==> config.mk <==
export PLATFORM = sky130hd
export DESIGN_NAME = atc_timer
export DESIGN_NICKNAME = d
export VERILOG_FILES = /design/src/include/atc_pkg.sv /design/src/rtl/atc_timer.sv
export VERILOG_INCLUDE_DIRS = /design/src /design/src/include
export SDC_FILE = /design/constraint.sdc
export NUM_CORES = 1
export LEC_CHECK = 0
export BUFFER_PORTS_ARGS = -buffer_cell sky130_fd_sc_hd__clkbuf_2
export CAP_MARGIN = 10
export CORE_ASPECT_RATIO = 1.75
export CORE_UTILIZATION = 40
export DETAILED_ROUTE_END_ITERATION = 16
export HOLD_SLACK_MARGIN = 0.12
export PLACE_DENSITY_LB_ADDON = 0.05
export SYNTH_ARGS = -nofsm -noshare
export SYNTH_HDL_FRONTEND = slang
export SYNTH_SLANG_ARGS = --single-unit
==> constraint.sdc <==
create_clock -name ref_clk -period 2.6 [get_ports ref_clk]
set_input_delay 0.26 -clock ref_clk [delete_from_list [all_inputs] [get_ports ref_clk]]
set_output_delay 0.26 -clock ref_clk [all_outputs]
set_load 0.03 [all_outputs]
==> src/include/atc_defs.svh <==
// Constants for the 8-bit timer with one compare channel: register offsets,
// field positions, reset values and the prescaler width.
// Assumes the includer uses the plain register port with 3-bit addresses.
`ifndef ATC_DEFS_SVH
`define ATC_DEFS_SVH

`define ATC_ADDR_W 3
`define ATC_OFF_CTRL 3'h0
`define ATC_OFF_COUNT 3'h1
`define ATC_OFF_COMPARE 3'h2
`define ATC_OFF_STATUS 3'h3
`define ATC_OFF_FLAGS 3'h4
`define ATC_OFF_PRESCALE 3'h5

`define ATC_CTRL_FORCE 7
`define ATC_CTRL_WAVE_LO 6
`define ATC_CTRL_OUT_HI 5
`define ATC_CTRL_OUT_LO 4
`define ATC_CTRL_WAVE_HI 3
`define ATC_CTRL_RESET 7'h00

`define ATC_STAT_ASYNC 3
`define ATC_STAT_CNT_BUSY 2
`define ATC_STAT_CMP_BUSY 1
`define ATC_STAT_CTL_BUSY 0

`define ATC_FLAG_CMP 0
`define ATC_FLAG_OVF 1
`define ATC_PRESCALE_RST 0

`define ATC_TOP_MAX 8'hff
`define ATC_BOTTOM 8'h00
`define ATC_PRE_W 10
`define ATC_COMMIT_EDGES 2'h2

`endif

==> src/include/atc_pkg.sv <==
// Types shared by the timer design: waveform modes and compare output modes.
// Assumes atc_defs.svh supplies the numeric constants.
package atc_pkg;

  typedef enum logic [1:0] {
    ATC_WAVE_NORMAL = 2'h0,
    ATC_WAVE_PHASE = 2'h1,
    ATC_WAVE_CLEAR = 2'h2,
    ATC_WAVE_FAST = 2'h3
  } atc_wave_e;

  typedef enum logic [1:0] {
    ATC_OUT_OFF = 2'h0,
    ATC_OUT_TOGGLE = 2'h1,
    ATC_OUT_CLEAR = 2'h2,
    ATC_OUT_SET = 2'h3
  } atc_out_e;

  typedef logic [7:0] atc_byte_t;

endpackage : atc_pkg

==> src/rtl/atc_timer.sv <==
// 8-bit timer/counter with one compare channel, four waveform modes, a
// prescaler and asynchronous register update through temporary registers.
// Assumes all inputs except the oscillator input, which is synchronised here, are synchronous to ref_clk
// and that the oscillator runs well below a quarter of the ref_clk rate.
//
// The plain strobed port and the address map were left to the implementer.
`timescale 1ns/100ps
`include "atc_defs.svh"

module atc_timer (
  input wire logic ref_clk,
  input wire logic rst_n,
  input wire logic clkEn,
  input wire logic [`ATC_ADDR_W-1:0] regAddr,
  input wire atc_pkg::atc_byte_t regWrData,
  input wire logic regWr,
  input wire logic regRd,
  output atc_pkg::atc_byte_t regRdData,
  input wire logic timerOscIn,
  input wire logic portDirBit,
  input wire logic cmpVectorTaken,
  input wire logic ovfVectorTaken,
  output logic compareOutPin,
  output logic compareOutEn,
  output logic compareFlag,
  output logic overflowFlag
);
  import atc_pkg::*;

  // Divided tick for a clock select code; prescaler taps are free-running bits.
  function automatic logic divTick(input logic [2:0] sel, input logic [`ATC_PRE_W-1:0] pre,
                                   input logic src);
    logic tap;
    tap = 1'b0;
    unique case (sel)
      3'h0: tap = 1'b0;
      3'h1: tap = 1'b1;
      3'h2: tap = &pre[2:0];
      3'h3: tap = &pre[4:0];
      3'h4: tap = &pre[5:0];
      3'h5: tap = &pre[6:0];
      3'h6: tap = &pre[7:0];
      3'h7: tap = &pre[9:0];
    endcase
    return src & tap;
  endfunction : divTick

  // Oscillator input synchroniser and edge detector.
  logic oscMeta, oscSync, oscLast;
  logic next_oscMeta, next_oscSync, next_oscLast;
  logic oscRise;

  always_comb begin
    next_oscMeta = timerOscIn;
    next_oscSync = oscMeta;
    next_oscLast = oscSync;
  end

  always_ff @(posedge ref_clk) begin
    if (!rst_n) begin
      oscMeta <= 1'b0;
      oscSync <= 1'b0;
      oscLast <= 1'b0;
    end else if (clkEn) begin
      oscMeta <= next_oscMeta;
      oscSync <= next_oscSync;
      oscLast <= next_oscLast;
    end
  end

  assign oscRise = oscSync & ~oscLast;

  // Register write side: temporaries, busy flags and commit edge counters.
  logic asyncSel, next_asyncSel;
  logic [6:0] ctrlReg, next_ctrlReg, ctlTemp, next_ctlTemp;
  logic focTemp, next_focTemp, focPend, next_focPend;
  atc_byte_t ocrReg, next_ocrReg, ocrTemp, next_ocrTemp;
  atc_byte_t cntTemp, next_cntTemp;
  logic ctlBusy, ocrBusy, cntBusy, next_ctlBusy, next_ocrBusy, next_cntBusy;
  logic [1:0] ctlEdges, ocrEdges, cntEdges, next_ctlEdges, next_ocrEdges, next_cntEdges;
  logic psrPend, next_psrPend;
  logic cntLoad, next_cntLoad;
  atc_byte_t cntLoadVal, next_cntLoadVal;
  logic wrCtl, wrOcr, wrCnt;
  logic ctlCommit, ocrCommit, cntCommit;

  assign wrCtl = regWr && (regAddr == `ATC_OFF_CTRL);
  assign wrOcr = regWr && (regAddr == `ATC_OFF_COMPARE);
  assign wrCnt = regWr && (regAddr == `ATC_OFF_COUNT);
  // The second oscillator edge after the write commits the temporary.
  assign ctlCommit = ctlBusy && oscRise && (ctlEdges == `ATC_COMMIT_EDGES - 2'h1);
  assign ocrCommit = ocrBusy && oscRise && (ocrEdges == `ATC_COMMIT_EDGES - 2'h1);
  assign cntCommit = cntBusy && oscRise && (cntEdges == `ATC_COMMIT_EDGES - 2'h1);

  always_comb begin
    next_asyncSel = asyncSel;
    next_ctrlReg = ctrlReg;
    next_ctlTemp = ctlTemp;
    next_focTemp = focTemp;
    next_focPend = 1'b0;
    next_ocrReg = ocrReg;
    next_ocrTemp = ocrTemp;
    next_cntTemp = cntTemp;
    next_ctlBusy = ctlBusy;
    next_ocrBusy = ocrBusy;
    next_cntBusy = cntBusy;
    next_ctlEdges = ctlEdges;
    next_ocrEdges = ocrEdges;
    next_cntEdges = cntEdges;
    next_psrPend = psrPend;
    next_cntLoad = 1'b0;
    next_cntLoadVal = cntLoadVal;
    // Each temporary moves on its own; one in flight never disturbs another.
    if (ctlBusy && oscRise) next_ctlEdges = ctlEdges + 2'h1;
    if (ocrBusy && oscRise) next_ocrEdges = ocrEdges + 2'h1;
    if (cntBusy && oscRise) next_cntEdges = cntEdges + 2'h1;
    if (ctlCommit) begin
      next_ctrlReg = ctlTemp;
      next_focPend = focTemp;
      next_ctlBusy = 1'b0;
    end
    if (ocrCommit) begin
      next_ocrReg = ocrTemp;
      next_ocrBusy = 1'b0;
    end
    if (cntCommit) begin
      next_cntLoad = 1'b1;
      next_cntLoadVal = cntTemp;
      next_cntBusy = 1'b0;
    end
    // Writing the async select bit does not fix up the timer registers.
    if (regWr && (regAddr == `ATC_OFF_STATUS)) next_asyncSel = regWrData[`ATC_STAT_ASYNC];
    if (wrCtl) begin
      next_ctlTemp = regWrData[6:0];
      next_focTemp = regWrData[`ATC_CTRL_FORCE];
      if (asyncSel) begin
        next_ctlBusy = 1'b1;
        next_ctlEdges = 2'h0;
      end else begin
        next_ctrlReg = regWrData[6:0];
        next_focPend = regWrData[`ATC_CTRL_FORCE];
      end
    end
    if (wrOcr) begin
      next_ocrTemp = regWrData;
      if (asyncSel) begin
        next_ocrBusy = 1'b1;
        next_ocrEdges = 2'h0;
      end else begin
        next_ocrReg = regWrData;
      end
    end
    if (wrCnt) begin
      next_cntTemp = regWrData;
      if (asyncSel) begin
        next_cntBusy = 1'b1;
        next_cntEdges = 2'h0;
      end else begin
        next_cntLoad = 1'b1;
        next_cntLoadVal = regWrData;
      end
    end
    // In synchronous mode the prescaler resets on the next cycle; in async mode
    // it waits for an oscillator edge, so the bit stays visible meanwhile.
    if (psrPend && (!asyncSel || oscRise)) next_psrPend = 1'b0;
    if (regWr && (regAddr == `ATC_OFF_PRESCALE) && regWrData[`ATC_PRESCALE_RST]) begin
      next_psrPend = 1'b1;
    end
  end

  always_ff @(posedge ref_clk) begin
    if (!rst_n) begin
      asyncSel <= 1'b0;
      ctrlReg <= `ATC_CTRL_RESET;
      ctlTemp <= `ATC_CTRL_RESET;
      focTemp <= 1'b0;
      focPend <= 1'b0;
      ocrReg <= 8'h00;
      ocrTemp <= 8'h00;
      cntTemp <= 8'h00;
      ctlBusy <= 1'b0;
      ocrBusy <= 1'b0;
      cntBusy <= 1'b0;
      ctlEdges <= 2'h0;
      ocrEdges <= 2'h0;
      cntEdges <= 2'h0;
      psrPend <= 1'b0;
      cntLoad <= 1'b0;
      cntLoadVal <= 8'h00;
    end else if (clkEn) begin
      asyncSel <= next_asyncSel;
      ctrlReg <= next_ctrlReg;
      ctlTemp <= next_ctlTemp;
      focTemp <= next_focTemp;
      focPend <= next_focPend;
      ocrReg <= next_ocrReg;
      ocrTemp <= next_ocrTemp;
      cntTemp <= next_cntTemp;
      ctlBusy <= next_ctlBusy;
      ocrBusy <= next_ocrBusy;
      cntBusy <= next_cntBusy;
      ctlEdges <= next_ctlEdges;
      ocrEdges <= next_ocrEdges;
      cntEdges <= next_cntEdges;
      psrPend <= next_psrPend;
      cntLoad <= next_cntLoad;
      cntLoadVal <= next_cntLoadVal;
    end
  end

  // Prescaler on the timer source clock.
  logic [`ATC_PRE_W-1:0] preCnt, next_preCnt;
  logic srcTick, tick;

  assign srcTick = asyncSel ? oscRise : 1'b1;

  always_comb begin
    next_preCnt = preCnt;
    if (psrPend && (!asyncSel || oscRise)) begin
      next_preCnt = '0;
    end else if (srcTick) begin
      next_preCnt = preCnt + `ATC_PRE_W'(1);
    end
  end

  always_ff @(posedge ref_clk) begin
    if (!rst_n) begin
      preCnt <= '0;
    end else if (clkEn) begin
      preCnt <= next_preCnt;
    end
  end

  assign tick = divTick(ctrlReg[2:0], preCnt, srcTick);

  // Counter, compare and waveform engine.
  atc_byte_t cnt, next_cnt, ocrAct, next_ocrAct;
  logic dirDown, next_dirDown, blockMatch, next_blockMatch;
  logic ocOut, next_ocOut, cmpFlag, next_cmpFlag, ovfFlag, next_ovfFlag;
  logic outEn, next_outEn;
  atc_wave_e mode;
  atc_out_e outMode;
  logic isPwm, match, flagWr;

  assign mode = atc_wave_e'({ctrlReg[`ATC_CTRL_WAVE_HI], ctrlReg[`ATC_CTRL_WAVE_LO]});
  assign outMode = atc_out_e'(ctrlReg[`ATC_CTRL_OUT_HI:`ATC_CTRL_OUT_LO]);
  assign isPwm = (mode == ATC_WAVE_PHASE) || (mode == ATC_WAVE_FAST);
  // Continuous compare, blanked on the tick after a counter write.
  // Non-PWM modes compare against the written value at once.
  assign match = tick && !blockMatch && (cnt == (isPwm ? ocrAct : ocrReg));
  assign flagWr = regWr && (regAddr == `ATC_OFF_FLAGS);

  always_comb begin
    next_cnt = cnt;
    next_ocrAct = ocrAct;
    next_dirDown = dirDown;
    next_blockMatch = blockMatch;
    next_ocOut = ocOut;
    next_cmpFlag = cmpFlag;
    next_ovfFlag = ovfFlag;
    next_outEn = (outMode != ATC_OUT_OFF) && portDirBit;
    if (!isPwm) next_ocrAct = ocrReg;
    if (tick) next_blockMatch = 1'b0;
    if (tick) begin
      unique case (mode)
        ATC_WAVE_NORMAL, ATC_WAVE_CLEAR: begin
          if (mode == ATC_WAVE_CLEAR && match) begin
            next_cnt = `ATC_BOTTOM;
          end else begin
            next_cnt = cnt + 8'h01;
          end
          if (cnt == `ATC_TOP_MAX) next_ovfFlag = 1'b1;
          if (match) begin
            unique case (outMode)
              ATC_OUT_OFF: next_ocOut = ocOut;
              ATC_OUT_TOGGLE: next_ocOut = ~ocOut;
              ATC_OUT_CLEAR: next_ocOut = 1'b0;
              ATC_OUT_SET: next_ocOut = 1'b1;
            endcase
          end
        end
        ATC_WAVE_FAST: begin
          next_cnt = cnt + 8'h01;
          if (outMode[1] && match && ocrAct != `ATC_TOP_MAX) begin
            next_ocOut = outMode[0];
          end
          if (cnt == `ATC_TOP_MAX) begin
            next_ovfFlag = 1'b1;
            next_ocrAct = ocrReg;
            if (outMode[1]) next_ocOut = ~outMode[0];
          end
        end
        ATC_WAVE_PHASE: begin
          if (outMode[1] && match && ocrAct != `ATC_TOP_MAX) begin
            next_ocOut = dirDown ? ~outMode[0] : outMode[0];
          end
          if (!dirDown) begin
            if (cnt == `ATC_TOP_MAX) begin
              next_dirDown = 1'b1;
              next_cnt = cnt - 8'h01;
              next_ocrAct = ocrReg;
              // A compare at TOP gives the down-count result at TOP.
              if (outMode[1] && ocrAct == `ATC_TOP_MAX) next_ocOut = ~outMode[0];
            end else begin
              next_cnt = cnt + 8'h01;
            end
          end else if (cnt == `ATC_BOTTOM) begin
            next_dirDown = 1'b0;
            next_cnt = cnt + 8'h01;
            next_ovfFlag = 1'b1;
          end else begin
            next_cnt = cnt - 8'h01;
          end
        end
      endcase
    end
    // Forced compare uses the output mode now in force and touches no flag or
    // counter; it has no effect in either PWM mode.
    if (focPend && !isPwm) begin
      unique case (outMode)
        ATC_OUT_OFF: next_ocOut = next_ocOut;
        ATC_OUT_TOGGLE: next_ocOut = ~ocOut;
        ATC_OUT_CLEAR: next_ocOut = 1'b0;
        ATC_OUT_SET: next_ocOut = 1'b1;
      endcase
    end
    if (cntLoad) begin
      next_cnt = cntLoadVal;
      next_blockMatch = 1'b1;
    end
    // Clears come first so a same-cycle set survives.
    if (cmpVectorTaken || (flagWr && regWrData[`ATC_FLAG_CMP])) next_cmpFlag = 1'b0;
    if (ovfVectorTaken || (flagWr && regWrData[`ATC_FLAG_OVF])) next_ovfFlag = 1'b0;
    if (match) next_cmpFlag = 1'b1;
    if (tick && (cnt == `ATC_TOP_MAX) && (mode != ATC_WAVE_PHASE)) next_ovfFlag = 1'b1;
    if (tick && (mode == ATC_WAVE_PHASE) && dirDown && (cnt == `ATC_BOTTOM)) next_ovfFlag = 1'b1;
  end

  always_ff @(posedge ref_clk) begin
    if (!rst_n) begin
      cnt <= 8'h00;
      ocrAct <= 8'h00;
      dirDown <= 1'b0;
      blockMatch <= 1'b0;
      ocOut <= 1'b0;
      cmpFlag <= 1'b0;
      ovfFlag <= 1'b0;
      outEn <= 1'b0;
    end else if (clkEn) begin
      cnt <= next_cnt;
      ocrAct <= next_ocrAct;
      dirDown <= next_dirDown;
      blockMatch <= next_blockMatch;
      ocOut <= next_ocOut;
      cmpFlag <= next_cmpFlag;
      ovfFlag <= next_ovfFlag;
      outEn <= next_outEn;
    end
  end

  assign compareOutPin = ocOut;
  assign compareOutEn = outEn;
  assign compareFlag = cmpFlag;
  assign overflowFlag = ovfFlag;

  // Read port: data stands only in the cycle after the read strobe.
  atc_byte_t next_rdData;

  always_comb begin
    next_rdData = 8'h00;
    if (regRd) begin
      unique case (regAddr)
        `ATC_OFF_CTRL: next_rdData = {1'b0, ctlTemp};
        `ATC_OFF_COUNT: next_rdData = cnt;
        `ATC_OFF_COMPARE: next_rdData = ocrTemp;
        `ATC_OFF_STATUS: next_rdData = {4'h0, asyncSel, cntBusy, ocrBusy, ctlBusy};
        `ATC_OFF_FLAGS: next_rdData = {6'h00, ovfFlag, cmpFlag};
        `ATC_OFF_PRESCALE: next_rdData = {7'h00, psrPend && asyncSel};
        default: next_rdData = 8'h00;
      endcase
    end
  end

  always_ff @(posedge ref_clk) begin
    if (!rst_n) begin
      regRdData <= 8'h00;
    end else if (clkEn) begin
      regRdData <= next_rdData;
    end
  end

endmodule : atc_timer

==> impl_metrics.toml, run 1 <==
[setup_path]
crit_type = "reg -> reg"
crit_arrival_ns = 2.70
cp-end-kind = "register"
worst_setup_path_start_kind = "register"
required_ns = 2.82
worstPathMaxFanout = 5
r2r_slack_ns = 0.12

[final_layout]
layout.nets = 684
antenna-diode-count = 0
drive_above_1_share = 0.158
area.growth.synth_to_final_pct = 13.1
layout.cells.non_filler = 834
fill_cells = 1369

[cts]
clock_path_buffers = 2
insertion_delay_ns = 0.34
cts_root_buffer = "clkbuf_16"
clock-sinks = 103
cts_tree = "done"
postCtsHoldBufs = 0
numCtsBuffers = 9
ctsHtreeMaxLevel = 3
path_clk_slew_ns = 0.07

[pwr]
max-vdd-ir-drop_mv = 0.303
p_leak_nw = 2.35
power.total_mw = 3.14
p_per_area_mw_per_mm2 = 512

[grt]
grt_overflow = 0
antenna_found_initial = 0
grt_first_pass_wirelength_um = 26100
grt_usage = 0.243
grt_max_degree = 58
grt_pass1_vias = 4703

[yosys]
yosysWarningCount = 0
synthTopCellsByCount = "dfxtp_1, nor2_1, mux2i_1"
synth_ff_type = "dfxtp_1"
synth_top_area_frac = 0.380
ys_types = 68
yosysTopAreaCell = "dfxtp_1"
syn-num-nets = 655
yosysSeqAreaShare = 0.380
ys_seq_elements = 103
synth-edff-count = 0
yosysMostFrequentCell = "dfxtp_1"
synthCells = 626
synthArstFlopShare = 0
synth_area_mm2 = 0.00543
avgSynthCellArea_um2 = 8.67
synth_area_leaders = "dfxtp_1, mux2i_1, nor2_1, nand2_1, a21oi_1"

[sta]
fin_crit_sh = 0.954
period_minus_slack_ns = 2.48
setup_violations = 0
fin_skew_ns = 0.00631
worst_slew_pin_slew_ns = 0.779
timing.fmax_ghz = 0.403
final_hold_viol_count = 0
relSlewSlack = 0.480
slew_violations = 0
tns_ns = 0
whs_ns = 0.159

[place]
place_inst = 818
dpl.hpwl_um = 12400
io_buffers = 31
globalplace.congestion = 0.885

[status]
status = "complete, no violations"

[die]
die_area_mm2 = 0.0141
dieWidth_um = 90.1
coreArea_mm2 = 0.0133
fp-row-count = 56
io_pins = 32
dieHeight_um = 156
start_util = 0.408

[route]
drt_iter0_drc = 236
viasPerCell = 5.69
wirelength_um = 16600
drtAntennaViolNets = 0
drc = 0
first_pass_iters = 5
post_drt_wl_per_cell_um = 19.9
num_vias = 4748

[min_path]
min-delay-path-class = "in -> reg"

[flow_run]
drv_cap = 0
==> through the flow <==
step / worst slack [ns] / util / instance area (um^2)
after global routing: -0.0156 / 0.461 / 6140
after detailed placement: 0.0848 / 0.438 / 5830
after floorplan: 0.298 / - / 5430
after global placement: 0.108 / 0.438 / 5830
final: 0.120 / 0.461 / 6140
after CTS: 0.0662 / 0.459 / 6100
==> power breakdown <==
| group | internal, mW | switching [mW] |
|---|---|---|
| clock network | 0.681 | 0.612 |
| logic | 0.0797 | 0.147 |
| registers | 1.60 | 0.0224 |
| total | 2.36 | 0.782 |
==> area by class of cell <==
class / instances / area (um^2) / area share
Clock buffer: 12 / 246 / 0.0402
Clock inverter: 4 / 30.0 / 0.00489
Inverter: 19 / 71.3 / 0.0116
Multi-Input combinational cell: 463 / 3130 / 0.509
Sequential cell: 103 / 2070 / 0.337
Tap cell: 174 / 218 / 0.0355
Timing Repair Buffer: 59 / 382 / 0.0622
==> cell families (layout without fill, tap and decap cells) <==
logic type / count (synthesis) / count (layout) / share of synthesized area
DFF: 103 / 103 / 0.380
AOI/OAI and AO/OA: 118 / 118 / 0.162
adders and majority gates: 9 / 9 / 0.0207
buffers and inverters: 60 / 94 / 0.0491
muxes: 62 / 62 / 0.123
and+or+nand+nor: 248 / 248 / 0.224
xor gates and xnor gates: 26 / 26 / 0.0420
==> flip-flops by register name, summed over array words and instances (netlist names), 2 cells and up <==
name,flops
ctlEdges,2
ocrReg,8
ocrAct,8
regRdData,8
cntTemp,8
cntEdges,2
ctrlReg,7
ocrEdges,2
ctlTemp,7
cnt,8
ocrTemp,8
cntLoadVal,8
preCnt,10
==> per-layer routing <==
layer | track usage | vias up | wire length (um)
li1 | - | 2282 | -
met1 | 0.277 | 2270 | 6640
met2 | 0.430 | 148 | 8470
met3 | 0.0361 | 48 | 650
met4 | 0.137 | 0 | 833
met5 | 0 | - | 0
==> cells in the final DEF (no fill, tap or decap), types with 5 or more instances in the layout <==
| master | netlist | final |
|---|---|---|
| a211oi_1 | 16 | 16 |
| a21boi_0 | 6 | 6 |
| a21oi_1 | 26 | 26 |
| a221oi_2 | 3 | 6 |
| a222oi_1 | 8 | 8 |
| and2_1 | 8 | 8 |
| and3_1 | 11 | 11 |
| buf_4 | 0 | 26 |
| clkbuf_16 | 0 | 9 |
| clkbuf_2 | 1 | 31 |
| dfxtp_1 | 103 | 100 |
| ha_1 | 9 | 8 |
| inv_1 | 19 | 18 |
| mux2i_1 | 56 | 56 |
| nand2_1 | 52 | 52 |
| nand2b_1 | 7 | 7 |
| nand3_1 | 21 | 21 |
| nand4_1 | 6 | 6 |
| nor2_1 | 95 | 95 |
| nor2b_1 | 19 | 19 |
| nor3_1 | 9 | 9 |
| o21ai_0 | 10 | 10 |
| o22ai_1 | 5 | 5 |
| xnor2_1 | 14 | 14 |
| xor2_1 | 12 | 12 |
==> final timing paths <==
check | startpoint | end | cells after the start
min | timerOscIn | next_oscSync$_SDFFE_PN0P_ | 3
max | preCnt[0]$_SDFFE_PN0P_ | cnt[4]$_SDFFE_PN0P_ | 12
min reg2reg | cntTemp[5]$_SDFFE_PN0P_ | cntTemp[5]$_SDFFE_PN0P_ | 2
max reg2reg | preCnt[0]$_SDFFE_PN0P_ | cnt[4]$_SDFFE_PN0P_ | 12
==> critical path, stage by stage (launching register included) <==
cell      delay, ns
dfxtp_2        0.35
ha_2           0.20
and3_1         0.17
ha_1           0.15
inv_1          0.04
a311oi_1       0.25
a41oi_1        0.09
buf_4          0.19
nor4_4         0.28
buf_6          0.17
a21oi_2        0.09
a221oi_2       0.28
o31ai_1        0.10
==> timing repair <==
item	4_1_cts	5_1_grt
setup endpoints to repair	0	8
gates resized for setup	0	9
buffers inserted	0	0
Note: power is estimated with default switching activity, not from simulation.
==> inputs of run 2 (changes only) <==
Settings changed: BUFFER_PORTS_ARGS -buffer_cell sky130_fd_sc_hd__clkbuf_2 to default, DONT_BUFFER_PORTS from default to 1, GPL_ROUTABILITY_DRIVEN from default to 0.
==> impl_metrics.toml, run 2 (synthesis results as in run 1) <==
[status]
status = "complete, no violations"

[final_layout]
drive_above_1_share = 0.118
mostFrequentLayoutCell = "dfxtp_1"
largest_reg_flops = 10
area.growth.synth_to_final_pct = 13.0
regMostFlops = "preCnt"
layout.nets = 668
most-common-layout-cells = "dfxtp_1, nor2_1, mux2i_1"

[route]
drc = 0
viasPerCell = 5.77
post_drt_wl_per_cell_um = 21.0
num_vias = 4728
wirelength_um = 17200
first_pass_iters = 8
drtAntennaViolNets = 0
drt_iter0_drc = 360

[sta]
timing.fmax_ghz = 0.404
relSlewSlack = 0.504
setup_slack_ns = 0.125
setup_violations = 0
tns_ns = 0
fin_skew_ns = 0.00674
period_minus_slack_ns = 2.48
rsz0062_at_grt = "no"
fin_crit_sh = 0.952
final_hold_viol_count = 0
slew_violations = 0
worst_slew_pin_slew_ns = 0.741

[setup_path]
worst_setup_path_start_kind = "register"
reg2reg_from = "preCnt[1]$_SDFFE_PN0P_"
cp_slowest_cell = "dfxtp_2"
slowest_delay_ns = 0.37
crit_chain = "ha_4 > and3_1 > ha_1 > inv_1 > a311oi_2 > a41oi_1 > buf_4 > nor4_4 > buf_6 > a21oi_2 > a221oi_2 > o31ai_1"
crit_type = "reg -> reg"
required_ns = 2.83
crit_arrival_ns = 2.70
worstPathMaxFanout = 5
r2r_slack_ns = 0.12
r2r_end = "cnt[4]$_SDFFE_PN0P_"
r2r_cells = 12
cp-end-kind = "register"

[cts]
numCtsBuffers = 9
insertion_delay_ns = 0.35
cts_setup_buffers = 0
ctsHtreeMaxLevel = 3
cts_tree = "done"
clock_path_buffers = 2
path_clk_slew_ns = 0.07
cts_root_buffer = "clkbuf_16"
clock-sinks = 103

[pwr]
p_per_area_mw_per_mm2 = 504
max-vdd-ir-drop_mv = 0.355
p_leak_nw = 2.28

[die]
start_util = 0.408
io_pins = 32
fp-row-count = 56
dieWidth_um = 90.1
die_area_mm2 = 0.0141
coreArea_mm2 = 0.0133
dieHeight_um = 156

[grt]
grt_first_pass_wirelength_um = 27000
grt_overflow = 0
grt_max_degree = 55
grt_usage = 0.255
antenna_found_initial = 1
grt_pass1_vias = 4696

[min_path]
min_from = "regWrData[0]"
min_path_cells = 2
hold_end = "ocrReg[0]$_SDFFE_PN0P_"
min-delay-path-class = "in -> reg"

[place]
dpl.hpwl_um = 12400
dp_slack_ns = 0.0385
io_buffers = 0

[flow_run]
drv_cap = 0
run 2: cell count changes in the layout (fill, tap and decap cells not counted), sizes merged:
cell / delta
clkbuf: -33
clkinvlp: +1
dlygate4sd3: +13
diode: +2
buf: +2
run 2: worst max path at each step:
stage                               end  slack, ns  cells after the start                    from
floorplan           cnt[7]$_SDFFE_PN0P_       0.30                     10  preCnt[0]$_SDFFE_PN0P_
global placement    cnt[7]$_SDFFE_PN0P_       0.11                     12  preCnt[0]$_SDFFE_PN0P_
detailed placement  cnt[7]$_SDFFE_PN0P_       0.04                     12  preCnt[0]$_SDFFE_PN0P_
CTS                 cnt[7]$_SDFFE_PN0P_       0.04                     12  preCnt[0]$_SDFFE_PN0P_
global route        cnt[4]$_SDFFE_PN0P_      0.007                     12  preCnt[1]$_SDFFE_PN0P_
finish              cnt[4]$_SDFFE_PN0P_       0.12                     12  preCnt[1]$_SDFFE_PN0P_
run 2: through the flow:
stage | power (mW) | util | area, um^2 | cells | hold WS (ns)
2_1_floorplan | 1.79 | - | 5430 | 626 | 0.396
3_3_place_gp | 1.81 | 0.426 | 5670 | 788 | 0.360
3_5_place_dp | 1.81 | 0.426 | 5670 | 788 | 0.362
4_1_cts | 3.12 | 0.457 | 6080 | 817 | 0.122
5_1_grt | 3.22 | 0.461 | 6130 | 819 | 0.134
6_report | 3.09 | 0.461 | 6130 | 819 | 0.140
run 2: worst max-delay path: cells and delay by family (launching register included):
family / cells / cell delay, ns
AOI/OAI and AO/OA: 5 / 0.87
and+or+nand+nor: 2 / 0.42
buffers and inverters: 3 / 0.40
DFF: 1 / 0.37
adders and majority gates: 2 / 0.29
run 2: where the power goes:
group	leakage, nW	internal, mW	switching [mW]
registers	0.833	1.60	0.0255
clock network	0.125	0.645	0.615
logic	1.32	0.0838	0.124
total	2.28	2.33	0.764
run 2: area by class of cell:
type,count,area (um^2)
timing repair buffer,43,372
fill,1357,7180
inverter,19,71.3
tap,174,218
antenna,2,5.00
sequential,103,2070
clock buffer,10,229
clock inverter,5,33.8
multi-input combinational,463,3140
run 2: routing by layer:
layer | global-route usage | part of all wire
met1 | 0.286 | 0.39
met5 | 0 | 0
met3 | 0.0458 | 0.040
met4 | 0.151 | 0.051
met2 | 0.449 | 0.52
run 2: timing repair:
action                     in CTS  in global routing
gates resized for setup         0                 11
setup endpoints to repair       0                  8
hold endpoints to repair       83                  0
hold buffers                   14                  0
==> inputs of run 3 (changes only) <==
Settings changed: CTS_BUF_LIST from default to sky130_fd_sc_hd__clkbuf_4.
==> impl_metrics.toml, run 3 (synthesis results as in run 1) <==
[route]
post_drt_wl_per_cell_um = 20.8
num_vias = 4780
drtAntennaViolNets = 0
viasPerCell = 5.75
drc = 0
first_pass_iters = 8
wirelength_um = 17300
drt_iter0_drc = 362

[place]
dpl.hpwl_um = 12400
io_buffers = 0
dpl_cell_area_mm2 = 0.00567
dp_slack_ns = 0.0385
place_inst = 788

[sta]
timing.fmax_ghz = 0.405
relSlewSlack = 0.529
slew_violations = 0
final_hold_viol_count = 0
setup_violations = 0
tns_ns = 0
whs_ns = 0.187
setup_slack_ns = 0.133
fin_skew_ns = 0.0250
period_minus_slack_ns = 2.47
fin_crit_sh = 0.949
worst_slew_pin_slew_ns = 0.707

[cts]
cts_tree = "done"
numCtsBuffers = 9
clock_path_buffers = 2
path_clk_slew_ns = 0.17
cts_root_buffer = "clkbuf_4"
ctsHtreeMaxLevel = 3
insertion_delay_ns = 0.47
clock-sinks = 103

[die]
coreArea_mm2 = 0.0133
dieHeight_um = 156
fp-row-count = 56
die_area_mm2 = 0.0141
dieWidth_um = 90.1
start_util = 0.408
io_pins = 32

[final_layout]
regMostFlops = "preCnt"
largest_reg_flops = 10
area.growth.synth_to_final_pct = 12.7
most-common-layout-cells = "dfxtp_1, nor2_1, mux2i_1"
drive_above_1_share = 0.120
layout.cells.non_filler = 832
finalCoreUtilization = 0.460
layout.nets = 682
mostFrequentLayoutCell = "dfxtp_1"
finalInstanceArea_mm2 = 0.00612

[setup_path]
required_ns = 2.98
crit_type = "reg -> reg"
worstPathMaxFanout = 10
crit_arrival_ns = 2.84
worst_setup_path_start_kind = "register"
cp-end-kind = "register"

[pwr]
max-vdd-ir-drop_mv = 0.234
p_leak_nw = 2.28
power.total_mw = 2.61
p_per_area_mw_per_mm2 = 427

[grt]
grt_usage = 0.254
grt_first_pass_wirelength_um = 27000
grt_max_degree = 55
grt_overflow = 0
antenna_found_initial = 1
grt_pass1_vias = 4702

[status]
status = "complete, no violations"

[flow_run]
drv_cap = 0

[min_path]
min-delay-path-class = "in -> reg"
==> run 3: changes by cell type in the layout (fill, tap and decap cells not counted) <==
cell,previous run,this run
diode_2,2,1
dfxtp_4,1,0
clkbuf_16,9,0
buf_4,28,30
dlygate4sd3_1,13,24
dfxtp_1,100,101
clkbuf_1,1,0
clkbuf_4,0,10
buf_12,1,2
==> run 3: what timing repair did <==
item | CTS | global route
hold buffers | 25 | 1
endpoints found under the hold margin | 98 | 1
endpoints found under the setup margin | 0 | 8
resized for setup | 0 | 9
setup buffers | 0 | 2
==> run 3: critical path: stages (launching register included) <==
cell and delay (ns):
dfxtp_1 0.68, mux2i_1 0.29, xor2_1 0.16, o2111ai_1 0.24, nor4_4 0.30, buf_6 0.17, a21oi_2 0.10, a221oi_2 0.33
o31ai_1 0.11
==> run 3: worst paths after layout <==
path / start / to / slack, ns / cells past startpoint
worst max-delay path: ctrlReg[6]$_SDFFE_PN0P_ / cnt[4]$_SDFFE_PN0P_ / 0.13 / 8
worst min-delay path: regAddr[0] / regRdData[6]$_SDFFE_PN0P_ / 0.19 / 5
worst max register to register: ctrlReg[6]$_SDFFE_PN0P_ / cnt[4]$_SDFFE_PN0P_ / 0.13 / 8
worst min register to register: cntTemp[2]$_SDFFE_PN0P_ / cntTemp[2]$_SDFFE_PN0P_ / 0.47 / 2
==> run 3: power by group <==
group          total [mW]  leakage (nW)  switching [mW]  internal (mW)
logic               0.236          1.39           0.137         0.0987
clock network       0.754        0.0587           0.551          0.203
registers            1.63         0.832          0.0245           1.60
total                2.61          2.28           0.712           1.90
==> run 3: metal layers <==
metal,routed length [um],vias to the layer above,GRT usage
li1,-,2277,-
met1,6800,2311,0.290
met2,9080,151,0.449
met3,665,41,0.0361
met4,753,0,0.144
met5,0,-,0
==> run 3: layout make-up <==
| class | instances | area (um^2) |
|---|---|---|
| diodes | 1 | 2.50 |
| clock buffers | 10 | 75.1 |
| clock inverters | 5 | 33.8 |
| fillers | 1363 | 7190 |
| inverters | 19 | 71.3 |
| multi-input cells | 463 | 3140 |
| flip-flops and latches | 103 | 2060 |
| well taps | 174 | 218 |
| repair buffers | 57 | 517 |
